--- config.mk ---
export PLATFORM = sky130hd
export DESIGN_NAME = exception_controller
export DESIGN_NICKNAME = d
export VERILOG_FILES = /design/src/inc/exc_pkg.sv /design/src/hdl/exc_arbiter.sv /design/src/hdl/exception_controller.sv
export SDC_FILE = /design/constraint.sdc
export NUM_CORES = 1
export LEC_CHECK = 0
export BUFFER_PORTS_ARGS = -buffer_cell sky130_fd_sc_hd__buf_2
export CORE_ASPECT_RATIO = 1.5
export CORE_MARGIN = 2
export CORE_UTILIZATION = 55
export CTS_BUF_LIST = sky130_fd_sc_hd__clkbuf_8
export CTS_CLUSTER_SIZE = 12
export DETAILED_ROUTE_END_ITERATION = 10
export PLACE_DENSITY = 0.77
export SYNTH_ARGS = -nofsm -noshare
export SYNTH_HDL_FRONTEND = slang
export SYNTH_SLANG_ARGS = --single-unit
--- constraint.sdc ---
create_clock -name clk -period 133.2 [get_ports clk]
set_input_delay 26.64 -clock clk [delete_from_list [all_inputs] [get_ports clk]]
set_output_delay 26.64 -clock clk [all_outputs]
set_load 0.01 [all_outputs]
--- src/inc/exc_pkg.sv ---
// constants, types and state layout of the top-level exception controller
// Operation
// - after reset, fetch the stack pointer from vector entry zero, then the reset vector
// - reset exception at position 1 on power-up and warm reset, then thread mode
// - nonmaskable exception at position 2, preempted by nothing but reset
// - a fault that cannot activate escalates to hard fault at position 3
// - memory protection mismatch raises memory fault at position 4
// - address and memory faults raise bus fault at position 5, precise or imprecise
// - undefined instruction or illegal state raises usage fault at position 6
// - supervisor call instruction raises service call at position 11
// - debug monitor at 12 only when enabled, not halting, higher than current
// - pendable service request at 14 is pended by software only
// - system tick expiry raises the exception at position 15
// - peripheral lines sit at positions 18 to 32, others reserved
// - reset, nonmaskable, hard fault hold the three top fixed priorities
// - all other exceptions take a 5-bit priority, lower value is higher
// - equal priorities are broken by lower table position
// - zero bits written to set, clear or active registers change nothing
// - enable-set one unmasks a line, enable-clear one masks it
// - each line has a pending latch set and cleared by write-one, independent of the mask
// - active register is read-only and shows lines in service
// - a pending line is taken only while enabled, even if enabled later
// - line requests are level-sensitive, not edge-detected
// - a line driven by the event merger stays pending while its level holds
package exc_pkg;

	localparam int EXC_NUM = 33;
	localparam int IDX_W = 6;
	localparam int PRIO_W = 5;
	localparam int KEY_W = 7;
	localparam int LINE_W = 17;
	localparam int LINE_BASE = 16;
	localparam int FAULT_NUM = 3;

	// table positions
	localparam int POS_STACK = 0;
	localparam int POS_RESET = 1;
	localparam int POS_NMI = 2;
	localparam int POS_HARD = 3;
	localparam int POS_MEM = 4;
	localparam int POS_BUS = 5;
	localparam int POS_USAGE = 6;
	localparam int POS_SVC = 11;
	localparam int POS_DBGMON = 12;
	localparam int POS_PENDABLE_SERVICE_REQUEST = 14;
	localparam int POS_TICK = 15;
	localparam int POS_MGMT = 18;
	localparam int POS_BASEBAND = 19;
	localparam int POS_SLEEPTMR = 20;
	localparam int POS_SERIAL = 21;
	localparam int POS_SECURITY = 23;
	localparam int POS_MACTMR = 24;
	localparam int POS_MACTX = 25;
	localparam int POS_MACRX = 26;
	localparam int POS_EXT_A = 28;
	localparam int POS_EXT_C = 30;
	localparam int POS_EXT_D = 31;
	localparam int POS_DEBUG = 32;

	// line bit n is position LINE_BASE+n; reserved bits stay zero
	localparam logic [LINE_W-1:0] LINE_IMPL = 17'h1D7BC;

	localparam int FAULT_POS [FAULT_NUM] = '{POS_MEM, POS_BUS, POS_USAGE};

	typedef logic [KEY_W-1:0] key_t;

	localparam logic [1:0] GRP_CFG = 2'h1;
	localparam key_t KEY_RESET = 7'h00;
	localparam key_t KEY_NMI = 7'h01;
	localparam key_t KEY_HARD = 7'h02;
	localparam key_t KEY_IDLE = 7'h7F;

	localparam logic [31:0] VEC_SP_ADDR = 32'h00000000;
	localparam logic [31:0] VEC_RESET_ADDR = 32'h00000004;

	typedef enum logic [2:0] {
		BOOT_SP = 3'h1,
		BOOT_PC = 3'h2,
		BOOT_RUN = 3'h4
	} boot_t;

	typedef struct packed {
		boot_t boot;
		logic vec_rd_req;
		logic [31:0] vec_rd_addr;
		logic [31:0] stack_ptr;
		logic [31:0] reset_pc;
		logic boot_done;
		logic thread_mode;
		logic [1:0] nmi_sync;
		logic nmi_prev;
		logic [1:0] warm_sync;
		logic [EXC_NUM-1:0] pend;
		logic [EXC_NUM-1:0] active;
		logic [LINE_W-1:0] line_en;
		logic exc_req;
		logic [IDX_W-1:0] exc_num;
		key_t run_key;
	} ctl_state_t;

	localparam logic [EXC_NUM-1:0] ACTIVE_RESET = 33'h000000002;

	localparam ctl_state_t STATE_RESET = '{
		boot: BOOT_SP,
		vec_rd_req: 1'h1,
		vec_rd_addr: VEC_SP_ADDR,
		stack_ptr: 32'h00000000,
		reset_pc: 32'h00000000,
		boot_done: 1'h0,
		thread_mode: 1'h0,
		nmi_sync: 2'h0,
		nmi_prev: 1'h0,
		warm_sync: 2'h0,
		pend: 33'h000000000,
		active: ACTIVE_RESET,
		line_en: 17'h00000,
		exc_req: 1'h0,
		exc_num: 6'h00,
		run_key: KEY_RESET
	};

endpackage : exc_pkg

--- src/hdl/exc_arbiter.sv ---
// picks the best-keyed candidate, lowest position on ties
`timescale 1ns/1ps
`default_nettype none
module exc_arbiter #(
	parameter int N = 33
) (
	// candidates
	input wire logic [N-1:0] cand,
	input wire logic [N-1:0][exc_pkg::KEY_W-1:0] keys,
	// winner
	output logic found,
	output logic [exc_pkg::IDX_W-1:0] idx,
	output exc_pkg::key_t key
);
	import exc_pkg::*;

	// strict compare while scanning upward keeps the lower position on a tie
	always_comb
	begin
		found = 1'b0;
		idx = '0;
		key = KEY_IDLE;
		for (int i = 0; i < N; i++)
		begin
			if (cand[i] && (!found || keys[i] < key))
			begin
				found = 1'b1;
				idx = IDX_W'(i);
				key = keys[i];
			end
		end
	end

endmodule : exc_arbiter
`default_nettype wire

--- src/hdl/exception_controller.sv ---
// top-level exception controller: pending, masking, ranking and activation
`timescale 1ns/1ps
`default_nettype none
module exception_controller (
	// clock and reset
	input wire logic clk,
	input wire logic rst,
	// asynchronous pins
	input wire logic nmi_pin,
	input wire logic warm_reset_pin,
	// vector table fetch at boot
	output logic vec_rd_req,
	output logic [31:0] vec_rd_addr,
	input wire logic vec_rd_ack,
	input wire logic [31:0] vec_rd_data,
	output logic [31:0] stack_ptr,
	output logic [31:0] reset_pc,
	output logic boot_done,
	output logic thread_mode,
	input wire logic first_instr_done,
	// core exception events
	input wire logic mem_fault,
	input wire logic bus_fault_precise,
	input wire logic bus_fault_imprecise,
	input wire logic usage_fault,
	input wire logic svc_exec,
	input wire logic dbg_mon_req,
	input wire logic dbg_halting,
	input wire logic system_tick_exception_expire,
	// system configuration
	input wire logic [exc_pkg::FAULT_NUM-1:0] fault_handler_en,
	input wire logic dbg_mon_en,
	input wire logic pendable_service_request_set,
	input wire logic pendable_service_request_clear,
	input wire logic [exc_pkg::EXC_NUM-1:0][exc_pkg::PRIO_W-1:0] exc_priority,
	// peripheral lines and their write-one controls
	input wire logic [exc_pkg::LINE_W-1:0] line_irq,
	input wire logic [exc_pkg::LINE_W-1:0] line_enable_set,
	input wire logic [exc_pkg::LINE_W-1:0] line_enable_clear,
	input wire logic [exc_pkg::LINE_W-1:0] line_pend_set,
	input wire logic [exc_pkg::LINE_W-1:0] line_pend_clear,
	output logic [exc_pkg::LINE_W-1:0] line_enable,
	output logic [exc_pkg::LINE_W-1:0] line_pend,
	output logic [exc_pkg::LINE_W-1:0] line_active,
	// core handshake
	output logic exc_req,
	output logic [exc_pkg::IDX_W-1:0] exc_num,
	output exc_pkg::key_t running_key,
	input wire logic exc_accept,
	input wire logic exc_return,
	input wire logic [exc_pkg::IDX_W-1:0] exc_return_num
);
	import exc_pkg::*;

	ctl_state_t s_r;
	ctl_state_t s_nxt;
	logic [EXC_NUM-1:0][KEY_W-1:0] keys;
	logic [EXC_NUM-1:0] take_mask;
	logic [EXC_NUM-1:0] cand;
	logic best_found;
	logic [IDX_W-1:0] best_idx;
	key_t best_key;
	logic act_found;
	logic [IDX_W-1:0] act_idx;
	key_t act_key;
	key_t run_key;
	logic [FAULT_NUM-1:0] fault_evt;
	logic accepting;
	logic [EXC_NUM-1:0] keep_cand;

	// fixed keys sit in a group below every programmable one
	function automatic key_t exc_key(input int pos, input logic [PRIO_W-1:0] p);
		key_t k;
		k = {GRP_CFG, p};
		case (pos)
			POS_RESET: k = KEY_RESET;
			POS_NMI: k = KEY_NMI;
			POS_HARD: k = KEY_HARD;
			default: k = {GRP_CFG, p};
		endcase
		return k;
	endfunction : exc_key

	for (genvar g = 0; g < EXC_NUM; g++)
	begin : g_key
		assign keys[g] = exc_key(g, exc_priority[g]);
	end

	// system positions are always takeable; lines only through their mask
	assign take_mask = {s_r.line_en, 16'hFFFF};
	assign cand = s_r.pend & take_mask;

	exc_arbiter #(
		.N(EXC_NUM)
	) u_pend_arb (
		.cand(cand),
		.keys(keys),
		.found(best_found),
		.idx(best_idx),
		.key(best_key)
	);

	// the same ranking over the active set gives the running priority
	exc_arbiter #(
		.N(EXC_NUM)
	) u_act_arb (
		.cand(s_r.active),
		.keys(keys),
		.found(act_found),
		.idx(act_idx),
		.key(act_key)
	);

	assign run_key = act_found ? act_key : KEY_IDLE;
	assign fault_evt = {usage_fault, bus_fault_precise, mem_fault};
	assign accepting = exc_accept && s_r.exc_req;

	always_comb
	begin
		s_nxt = s_r;
		keep_cand = '0;

		// two-stage synchronisers for the pins
		s_nxt.nmi_sync = {s_r.nmi_sync[0], nmi_pin};
		s_nxt.warm_sync = {s_r.warm_sync[0], warm_reset_pin};
		s_nxt.nmi_prev = s_r.nmi_sync[1];

		// boot: stack pointer first, reset vector second
		case (s_r.boot)
			BOOT_SP:
			begin
				s_nxt.vec_rd_req = 1'b1;
				s_nxt.vec_rd_addr = VEC_SP_ADDR;
				if (vec_rd_ack && s_r.vec_rd_req)
				begin
					s_nxt.stack_ptr = vec_rd_data;
					s_nxt.vec_rd_addr = VEC_RESET_ADDR;
					s_nxt.boot = BOOT_PC;
				end
			end
			BOOT_PC:
			begin
				if (vec_rd_ack && s_r.vec_rd_req)
				begin
					s_nxt.reset_pc = vec_rd_data;
					s_nxt.vec_rd_req = 1'b0;
					s_nxt.boot_done = 1'b1;
					s_nxt.boot = BOOT_RUN;
				end
			end
			BOOT_RUN:
			begin
				// reset handler hands over to thread level after one instruction
				if (first_instr_done && s_r.active[POS_RESET])
				begin
					s_nxt.active[POS_RESET] = 1'b0;
				end
			end
			default:
			begin
				s_nxt.boot = BOOT_SP;
			end
		endcase

		// clears come first so every hardware set below wins over them
		if (exc_return && exc_return_num < IDX_W'(EXC_NUM) && exc_return_num != IDX_W'(POS_RESET))
		begin
			s_nxt.active[exc_return_num] = 1'b0;
		end
		if (accepting)
		begin
			s_nxt.pend[s_r.exc_num] = 1'b0;
			s_nxt.active[s_r.exc_num] = 1'b1;
		end
		if (pendable_service_request_clear)
		begin
			s_nxt.pend[POS_PENDABLE_SERVICE_REQUEST] = 1'b0;
		end
		// only the one-bits of a write act; zero bits keep the state
		s_nxt.pend[EXC_NUM-1:LINE_BASE] = s_nxt.pend[EXC_NUM-1:LINE_BASE] & ~line_pend_clear;
		s_nxt.line_en = (s_r.line_en & ~line_enable_clear) | (line_enable_set & LINE_IMPL);

		// line latches follow the request level every cycle it is high
		s_nxt.pend[EXC_NUM-1:LINE_BASE] = s_nxt.pend[EXC_NUM-1:LINE_BASE]
			| ((line_pend_set | line_irq) & LINE_IMPL);

		if (s_r.boot_done)
		begin
			// synchronous faults must beat the running level or escalate
			for (int f = 0; f < FAULT_NUM; f++)
			begin
				if (fault_evt[f])
				begin
					if (fault_handler_en[f] && keys[FAULT_POS[f]] < run_key)
					begin
						s_nxt.pend[FAULT_POS[f]] = 1'b1;
					end
					else
					begin
						s_nxt.pend[POS_HARD] = 1'b1;
					end
				end
			end
			// imprecise bus faults arrive late and only escalate when disabled
			if (bus_fault_imprecise)
			begin
				if (fault_handler_en[1])
				begin
					s_nxt.pend[POS_BUS] = 1'b1;
				end
				else
				begin
					s_nxt.pend[POS_HARD] = 1'b1;
				end
			end
			if (svc_exec)
			begin
				if (keys[POS_SVC] < run_key)
				begin
					s_nxt.pend[POS_SVC] = 1'b1;
				end
				else
				begin
					s_nxt.pend[POS_HARD] = 1'b1;
				end
			end
			if (dbg_mon_req && dbg_mon_en && !dbg_halting)
			begin
				s_nxt.pend[POS_DBGMON] = 1'b1;
			end
			if (pendable_service_request_set)
			begin
				s_nxt.pend[POS_PENDABLE_SERVICE_REQUEST] = 1'b1;
			end
			if (system_tick_exception_expire)
			begin
				s_nxt.pend[POS_TICK] = 1'b1;
			end
			// a new rising level on the pin pends the nonmaskable exception
			if (s_r.nmi_sync[1] && !s_r.nmi_prev)
			begin
				s_nxt.pend[POS_NMI] = 1'b1;
			end
		end

		// equal keys never preempt; only a strictly better one does
		// the ranking sees last cycle's state, so a request cleared or masked at this edge must not go out
		keep_cand = s_nxt.pend & {s_nxt.line_en, 16'hFFFF};
		s_nxt.exc_req = s_r.boot_done && best_found && (best_key < run_key) && !accepting
			&& keep_cand[best_idx];
		s_nxt.exc_num = best_idx;
		s_nxt.run_key = run_key;
		s_nxt.thread_mode = s_nxt.boot_done && (s_nxt.active == '0);

		// warm reset restarts everything but the synchronisers
		if (s_r.warm_sync[1])
		begin
			s_nxt = STATE_RESET;
			s_nxt.nmi_sync = {s_r.nmi_sync[0], nmi_pin};
			s_nxt.warm_sync = {s_r.warm_sync[0], warm_reset_pin};
			s_nxt.nmi_prev = s_r.nmi_sync[1];
		end
	end

	always_ff @(posedge clk)
	begin
		if (rst)
		begin
			s_r <= STATE_RESET;
		end
		else
		begin
			s_r <= s_nxt;
		end
	end

	assign vec_rd_req = s_r.vec_rd_req;
	assign vec_rd_addr = s_r.vec_rd_addr;
	assign stack_ptr = s_r.stack_ptr;
	assign reset_pc = s_r.reset_pc;
	assign boot_done = s_r.boot_done;
	assign thread_mode = s_r.thread_mode;
	assign line_enable = s_r.line_en;
	assign line_pend = s_r.pend[EXC_NUM-1:LINE_BASE];
	// read-only view; no port writes it
	assign line_active = s_r.active[EXC_NUM-1:LINE_BASE];
	assign exc_req = s_r.exc_req;
	assign exc_num = s_r.exc_num;
	assign running_key = s_r.run_key;

endmodule : exception_controller
`default_nettype wire

## Word level (Yosys, flattened, before mapping)

Index checks and enable logic that the tools add are counted.

| storage, ports and cells | value |
|---|---|
| word-level logic and storage cells | 541 |
| register bits after elaboration | 204 |

| cells by class | value |
|---|---|
| bitwise operators | 15 |
| reductions and logical operators | 220 |
| $lt $le $gt $ge | 75 |
| mux-type cells | 209 |
| equal/unequal tests | 6 |

Operators with widths:

| cell | count |
|---|---|
| 2-to-1 mux 7 bit | 67 |
| < comparator 6 x 7 -> 1 bit | 62 |
| AND 33 bit | 4 |
| 2-to-1 mux 1 bit | 97 |
| 2-to-1 mux 5 bit | 17 |
| logical AND 1 bit | 82 |
| logical NOT 1 bit | 67 |
| 2-to-1 mux 66 bit | 1 |
| inverter 33 bit | 2 |
| logical OR 1 bit | 64 |
| bitwise OR 17 bit | 3 |
| 2-to-1 mux 4 bit | 9 |
| 2-to-1 mux 35 bit | 1 |
| AND 17 bit | 2 |
| inverter 17 bit | 2 |
| logical NOT 33 bit | 1 |
| 2-to-1 mux 33 bit | 1 |
| bitwise OR 33 bit | 1 |
| < comparator 1 x 7 -> 1 bit (first input constant) | 4 |
| < comparator 6 x 7 -> 1 bit (second input constant) | 3 |
| 2-to-1 mux 3 bit | 5 |
| < comparator 2 x 7 -> 1 bit (first input constant) | 2 |
| demux 1 bit (select 6 bit) | 2 |
| greater-or-equal comparator 6 x 1 -> 1 bit (second input constant) | 2 |
| 17 further kinds | 24 |

## Depth between registers and ports, before layout

| logic depth | value |
|---|---|
| depth after elaboration | 147 |
| gate-level depth with buffers | 269 |

## Modules after synthesis

From an unflattened synthesis, not the netlist that was laid out.

| second synthesis, totals | value |
|---|---|
| cells, all modules | 4,625 |
| area, all modules | 33,026.7 um2 |

Modules (own cells, without submodules):

| module | area an instance (um2) | instances | seq. area each (um2) | cells an instance |
|---|---|---|---|---|
| exc_arbiter at u_act_arb | 12,497.0 | 1 | 0.0 | 1,773 |
| exc_arbiter at u_pend_arb | 11,717.5 | 1 | 0.0 | 1,731 |
| exception_controller | 8,812.2 | 1 | 3,463.3 | 1,121 |

## Worst setup path after synthesis

No wires, ideal clock.

| path | value |
|---|---|
| path type | input to register |
| from | input port exc_priority[1] (netlist name) |
| to | register s_r (netlist bit exc_req) |
| setup slack | 59.768 ns |
| setup time | 0.126 ns |
| stages | 246 |
| required time | 133.074 ns |
| arrival | 73.305 ns |
| path buffers | 6 |
| path through | nor2_1 a211oi_1 inv_1 ha_1 o31a_1 o21ai_0 a21oi_1 o21a_1 o21ai_0 nand3_1 o21ai_0 inv_1 ha_1 inv_1 o21bai_1 a21oi_1 o21bai_1 a21oi_1 [... 210 more ...] clkbuf_1 a21oi_1 ha_1 a21oi_1 nand2_1 a21oi_1 o21bai_1 a221oi_1 nor2_1 nor2_1 clkbuf_1 nand2_1 o21ai_0 nor3_1 nor3_1 o211ai_1 a211oi_1 a21oi_1 |

| between the ends | value |
|---|---|
| longest elaborated chain between the ends | 147 |

RTL lines:

| element | line | RTL |
|---|---|---|
| start, declared | exception_controller.sv:35 | `input wire logic [exc_pkg::EXC_NUM-1:0][exc_pkg::PRIO_W-1:0] exc_priority,` |
| 2-to-1 mux 7 bit | exc_arbiter.sv:25 | `if (cand[i] && (!found \|\| keys[i] < key))` |
| < comparator 1 x 7 -> 1 bit | exc_arbiter.sv:25 |  |
| logical OR 1 bit | exc_arbiter.sv:25 |  |
| logical AND 1 bit | exc_arbiter.sv:25 |  |
| 2-to-1 mux 7 bit or 2-to-1 mux 1 bit (tied branches) | exc_arbiter.sv:25 |  |
| < comparator 1 x 7 -> 1 bit or logical NOT 1 bit (tied branches) | exc_arbiter.sv:25 |  |
| logical OR 1 bit | exc_arbiter.sv:25 |  |
| logical AND 1 bit | exc_arbiter.sv:25 |  |
| [... 131 more ...] | - |  |
| 2-to-1 mux 1 bit | exception_controller.sv:205 | `if (bus_fault_imprecise)` |
| 2-to-1 mux 1 bit | exception_controller.sv:218 | `if (keys[POS_SVC] < run_key)` |
| 2-to-1 mux 1 bit | exception_controller.sv:216 | `if (svc_exec)` |
| 2-to-1 mux 5 bit | exception_controller.sv:187 | `if (s_r.boot_done)` |
| AND 33 bit | exception_controller.sv:248 | `keep_cand = s_nxt.pend & {s_nxt.line_en, 16'hFFFF};` |
| binary-select mux 1 bit (select 6 bit) | exception_controller.sv:250 | `&& keep_cand[best_idx];` |
| 2-to-1 mux 1 bit (implied by the code) | exception_controller.sv:250 |  |
| logical AND 1 bit (*) | exception_controller.sv:250 |  |
| end signal, assigned | exception_controller.sv:273 | `s_r <= s_nxt;` |
| end, declared | exception_controller.sv:55 | `ctl_state_t s_r;` |

Mark *: on every way between the ends. The rest lies on a longest branch, timed or not. The select of a mux whose other input is x is not followed.
A chain may end at the register's enable or synchronous reset.

## Final worst setup path

Same ends and word-level chain as after synthesis.

==> impl_metrics.prom <==
# TYPE chip_impl_metric gauge
chip_impl_metric{name="largest_net_degree_at_the_start_of_global_routing",unit=""} 88
chip_impl_metric{name="layout.area.seq",unit="um^2"} 3463
chip_impl_metric{name="post-dp-hpwl",unit="um"} 65560
chip_impl_metric{name="buffer_ports.inserted",unit=""} 412
chip_impl_metric{name="layout_worst_path_cycle_share",unit="%"} 60.53
chip_impl_metric{name="synth_edf_count",unit=""} 0
chip_impl_metric{name="slew_headroom",unit="%"} 14.71
chip_impl_metric{name="final_sum_of_negative_setup_slack",unit="ns"} 0
chip_impl_metric{name="grt_use_total",unit="%"} 35.88
chip_impl_metric{name="yosysUniqueCellTypes",unit=""} 153
chip_impl_metric{name="top_level_ports",unit=""} 474
chip_impl_metric{name="clock_slew_at_the_register_clock_pins_of_the_worst_setup_and_hold_paths",unit="ns"} 0.11
chip_impl_metric{name="filler_cell_count",unit=""} 3894
chip_impl_metric{name="p_leak",unit="nW"} 11.25
chip_impl_metric{name="post_drt_wl_per_cell",unit="um"} 20.75
chip_impl_metric{name="worst_margin_pin_slew",unit="ns"} 1.275
chip_impl_info{name="clock_tree_from_tritoncts",value="yes"} 1
chip_impl_metric{name="async_flop_share",unit="%"} 0
chip_impl_metric{name="crit_arrival",unit="ns"} 81.00
chip_impl_info{name="setup_repair_after_global_routing_missed_its_margin",value="no"} 1
chip_impl_metric{name="utilization",unit="%"} 59.98
chip_impl_metric{name="netlist_instances",unit=""} 3105
chip_impl_metric{name="ctsResizeCount",unit=""} 0
chip_impl_info{name="cp_common_cell",value="ha_1"} 1
chip_impl_metric{name="report.final.setup_viol",unit=""} 0
chip_impl_metric{name="power_density",unit="nW/um^2"} 6.269
chip_impl_metric{name="dr.first_iter.drc_count",unit=""} 2074
chip_impl_info{name="kind_of_critical_path",value="input port to flop"} 1
chip_impl_metric{name="setup_buffers_after_cts",unit=""} 0
chip_impl_metric{name="post_detailed_route_via_to_cell_ratio",unit=""} 6.377
chip_impl_metric{name="drt_drc_violations_left",unit=""} 0
chip_impl_metric{name="core-area",unit="um^2"} 40310
chip_impl_metric{name="clock_tree.buffer_depth",unit=""} 2
chip_impl_info{name="globalRoute.busiestLayer",value="met2"} 1
chip_impl_metric{name="area_growth_syn_to_layout",unit="%"} 7.432
chip_impl_metric{name="clkLatencyLatePin",unit="ns"} 0.50
chip_impl_metric{name="initial_core_util",unit="%"} 55.83
chip_impl_metric{name="row_count",unit=""} 90
chip_impl_info{name="postSynth.topFlopCell",value="dfxtp_1"} 1
chip_impl_metric{name="route.antenna.remaining_nets",unit=""} 0
chip_impl_metric{name="global_route.usage.met2",unit="%"} 65.53
chip_impl_metric{name="global_route.usage.met1",unit="%"} 36.91
chip_impl_info{name="hp-class",value="flop to flop"} 1
chip_impl_metric{name="dr.pass1.iters",unit=""} 6
chip_impl_metric{name="cts_sinks",unit=""} 173
chip_impl_metric{name="flip_flop_and_latch_count_after_synthesis",unit=""} 173
chip_impl_metric{name="peakVddDrop",unit="V"} 0.000008759
chip_impl_metric{name="cts_buffers",unit=""} 17
chip_impl_metric{name="antenna_found_initial",unit=""} 6
chip_impl_info{name="outcome",value="completed"} 1
chip_impl_metric{name="max_cap_viols",unit=""} 0
chip_impl_metric{name="post_route_wl",unit="um"} 80110
chip_impl_metric{name="place_congestion",unit=""} 0.9734
chip_impl_metric{name="slew_violations",unit=""} 0
chip_impl_metric{name="number_of_hold_violations_in_the_final_report",unit=""} 0
chip_impl_metric{name="global_route.usage.met3",unit="%"} 6.588
chip_impl_metric{name="die-area",unit="um^2"} 42590
chip_impl_info{name="critical_path.slowest_cell",value="o41ai_2"} 1
chip_impl_info{name="cp_capture_type",value="flop"} 1
chip_impl_metric{name="synth.yosys.warnings",unit=""} 0
chip_impl_info{name="start_kind",value="input port"} 1
chip_impl_metric{name="mappedNetlistArea",unit="um^2"} 22510
chip_impl_metric{name="critical_path.max_stage_delay",unit="ns"} 0.91
chip_impl_metric{name="worstPathMaxFanout",unit=""} 17
chip_impl_metric{name="wire_length_of_the_first_global_routing_pass",unit="um"} 122800
chip_impl_metric{name="critPathRequiredTime",unit="ns"} 133.58
chip_impl_metric{name="htree_num_levels",unit=""} 4
chip_impl_metric{name="vias_in_the_first_global_route",unit=""} 24117
chip_impl_metric{name="period_needed",unit="ns"} 80.62
chip_impl_metric{name="gr-total-overflow",unit=""} 0
chip_impl_metric{name="multi_input_area",unit="um^2"} 16580
chip_impl_metric{name="die_y",unit="um"} 251.8
chip_impl_metric{name="fin_worst_skew",unit="ns"} 0.03122
chip_impl_metric{name="fmax",unit="MHz"} 12.40
chip_impl_metric{name="synth.yosys.seq_area_share",unit="%"} 15.39
chip_impl_metric{name="nNetsFinal",unit=""} 3836
chip_impl_metric{name="vias",unit=""} 24615
chip_impl_metric{name="post_route_cells_drive_above_1_share",unit="%"} 20.87
chip_impl_metric{name="avgSynthCellArea",unit="um^2"} 7.249
chip_impl_info{name="clk_root_buffer_cell",value="clkbuf_8"} 1
chip_impl_metric{name="cts_hold_bufs",unit=""} 0
chip_impl_metric{name="dieWidth",unit="um"} 169.2
per-stage QoR:
stage	hold slack, ns	total power, mW	instance area, um^2	setup slack (ns)	std cells
2_1_floorplan	0.4138	0.09349	22620	59.77	3135
5_1_grt	0.4540	0.1594	24180	48.10	3860
6_report	0.4312	0.1516	24180	52.58	3860
4_1_cts	0.4383	0.1507	24170	53.32	3856
3_3_place_gp	0.4277	0.1100	23790	54.26	3825
3_5_place_dp	0.4324	0.1121	23790	53.00	3825
Yosys cell counts, types with 10 or more instances:
master / instances / area, um^2
nor4_1: 24 / 150.1
a31o_2: 14 / 122.6
a21oi_1: 258 / 1291
o31a_1: 10 / 87.58
or4_1: 11 / 82.58
o21ai_1: 19 / 95.09
or3_1: 29 / 181.4
o21bai_1: 17 / 127.6
nand2b_1: 32 / 200.2
o21ai_0: 201 / 1006
o22ai_1: 11 / 68.82
nand3b_1: 15 / 112.6
o211ai_1: 38 / 285.3
dfxtp_1: 173 / 3463
a211oi_1: 30 / 225.2
a31oi_1: 25 / 156.4
a311oi_1: 15 / 131.4
nor3_1: 95 / 475.5
nand4_1: 29 / 181.4
mux2_2: 62 / 698.2
o2111ai_1: 16 / 140.1
and3_1: 25 / 156.4
nand3_1: 62 / 310.3
inv_1: 240 / 900.9
maj3_1: 10 / 100.1
nand2_1: 360 / 1351
mux2i_1: 70 / 700.7
o31ai_1: 13 / 97.59
buf_4: 166 / 1246
a211o_1: 16 / 140.1
and2_1: 25 / 156.4
ha_1: 188 / 2352
o21a_1: 35 / 262.8
clkbuf_1: 56 / 210.2
nor3b_1: 24 / 180.2
nor2_1: 291 / 1092
a21o_1: 35 / 262.8
nor2b_1: 24 / 150.1
or2_2: 29 / 181.4
buf_6: 13 / 146.4
logic make-up after synthesis:
logic type	after synthesis	synth area share [%]
buf+inv	486	11.55
xor+xnor	11	0.4947
compound gates	941	29.39
fa+ha+maj	201	11.06
mux	147	7.165
flops	173	15.39
other cells	1	0.01666
simple gates	1145	24.95
cells in the final DEF (no fill, tap or decap), types with 70 or more instances in the layout:
| cell type | count |
|---|---|
| mux2i_1 | 70 |
| dfxtp_1 | 173 |
| ha_1 | 188 |
| inv_1 | 240 |
| nor3_1 | 93 |
| o21ai_0 | 201 |
| buf_2 | 412 |
| nor2_1 | 289 |
| a21oi_1 | 258 |
| nand2_1 | 360 |
where the power goes:
group / internal (mW) / switching [mW] / total (mW)
registers: 0.0534 / 0.00170 / 0.0551
logic: 0.0214 / 0.0359 / 0.0573
clock network: 0.0155 / 0.0237 / 0.0392
path summary, 6_finish.rpt:
check	startpoint	end	slack [ns]	cells after the start
setup reg to reg	s_r[66]$_SDFF_PP0_	exc_req$_SDFF_PP0_	78.32	242
hold / removal	s_r[97]$_SDFF_PP0_	s_r[98]$_SDFF_PP0_	0.43	1
setup / recovery	exc_priority[1]	exc_req$_SDFF_PP0_	52.58	244
hold reg to reg	s_r[97]$_SDFF_PP0_	s_r[98]$_SDFF_PP0_	0.43	1
per-layer routing:
| layer | wire, um | up-vias |
|---|---|---|
| met5 | 21 | - |
| met1 | 29030 | 11572 |
| met4 | 5644 | 4 |
| met2 | 39910 | 1130 |
| met3 | 5514 | 314 |
| li1 | - | 11595 |
state kept, by name (all words and copies together) (netlist names):
register,cells
running_key,7
line_enable,17
boot_done,1
exc_req,1
reset_pc,32
s_r,40
line_active,17
thread_mode,1
exc_num,6
vec_rd_addr,1
vec_rd_req,1
line_pend,17
stack_ptr,32
critical path: cells and delay by family:
| family | cells | cell delay [ns] |
|---|---|---|
| adders and majority gates | 29 | 7.55 |
| muxes | 17 | 5.79 |
| xor gates and xnor gates | 1 | 0.15 |
| and+or+nand+nor | 53 | 11.42 |
| buffers and inverters | 30 | 2.92 |
| AOI/OAI and AO/OA | 114 | 26.39 |
layout make-up:
cell class	count	area share [%]
Clock inverter	14	0.6312
Clock buffer	17	0.9676
Sequential cell	173	14.32
Timing Repair Buffer	428	9.024
Antenna cell	4	0.04139
Tap cell	506	2.618
Inverter	242	3.813
Multi-Input combinational cell	2476	68.58
(Power assumes the default switching activity.)
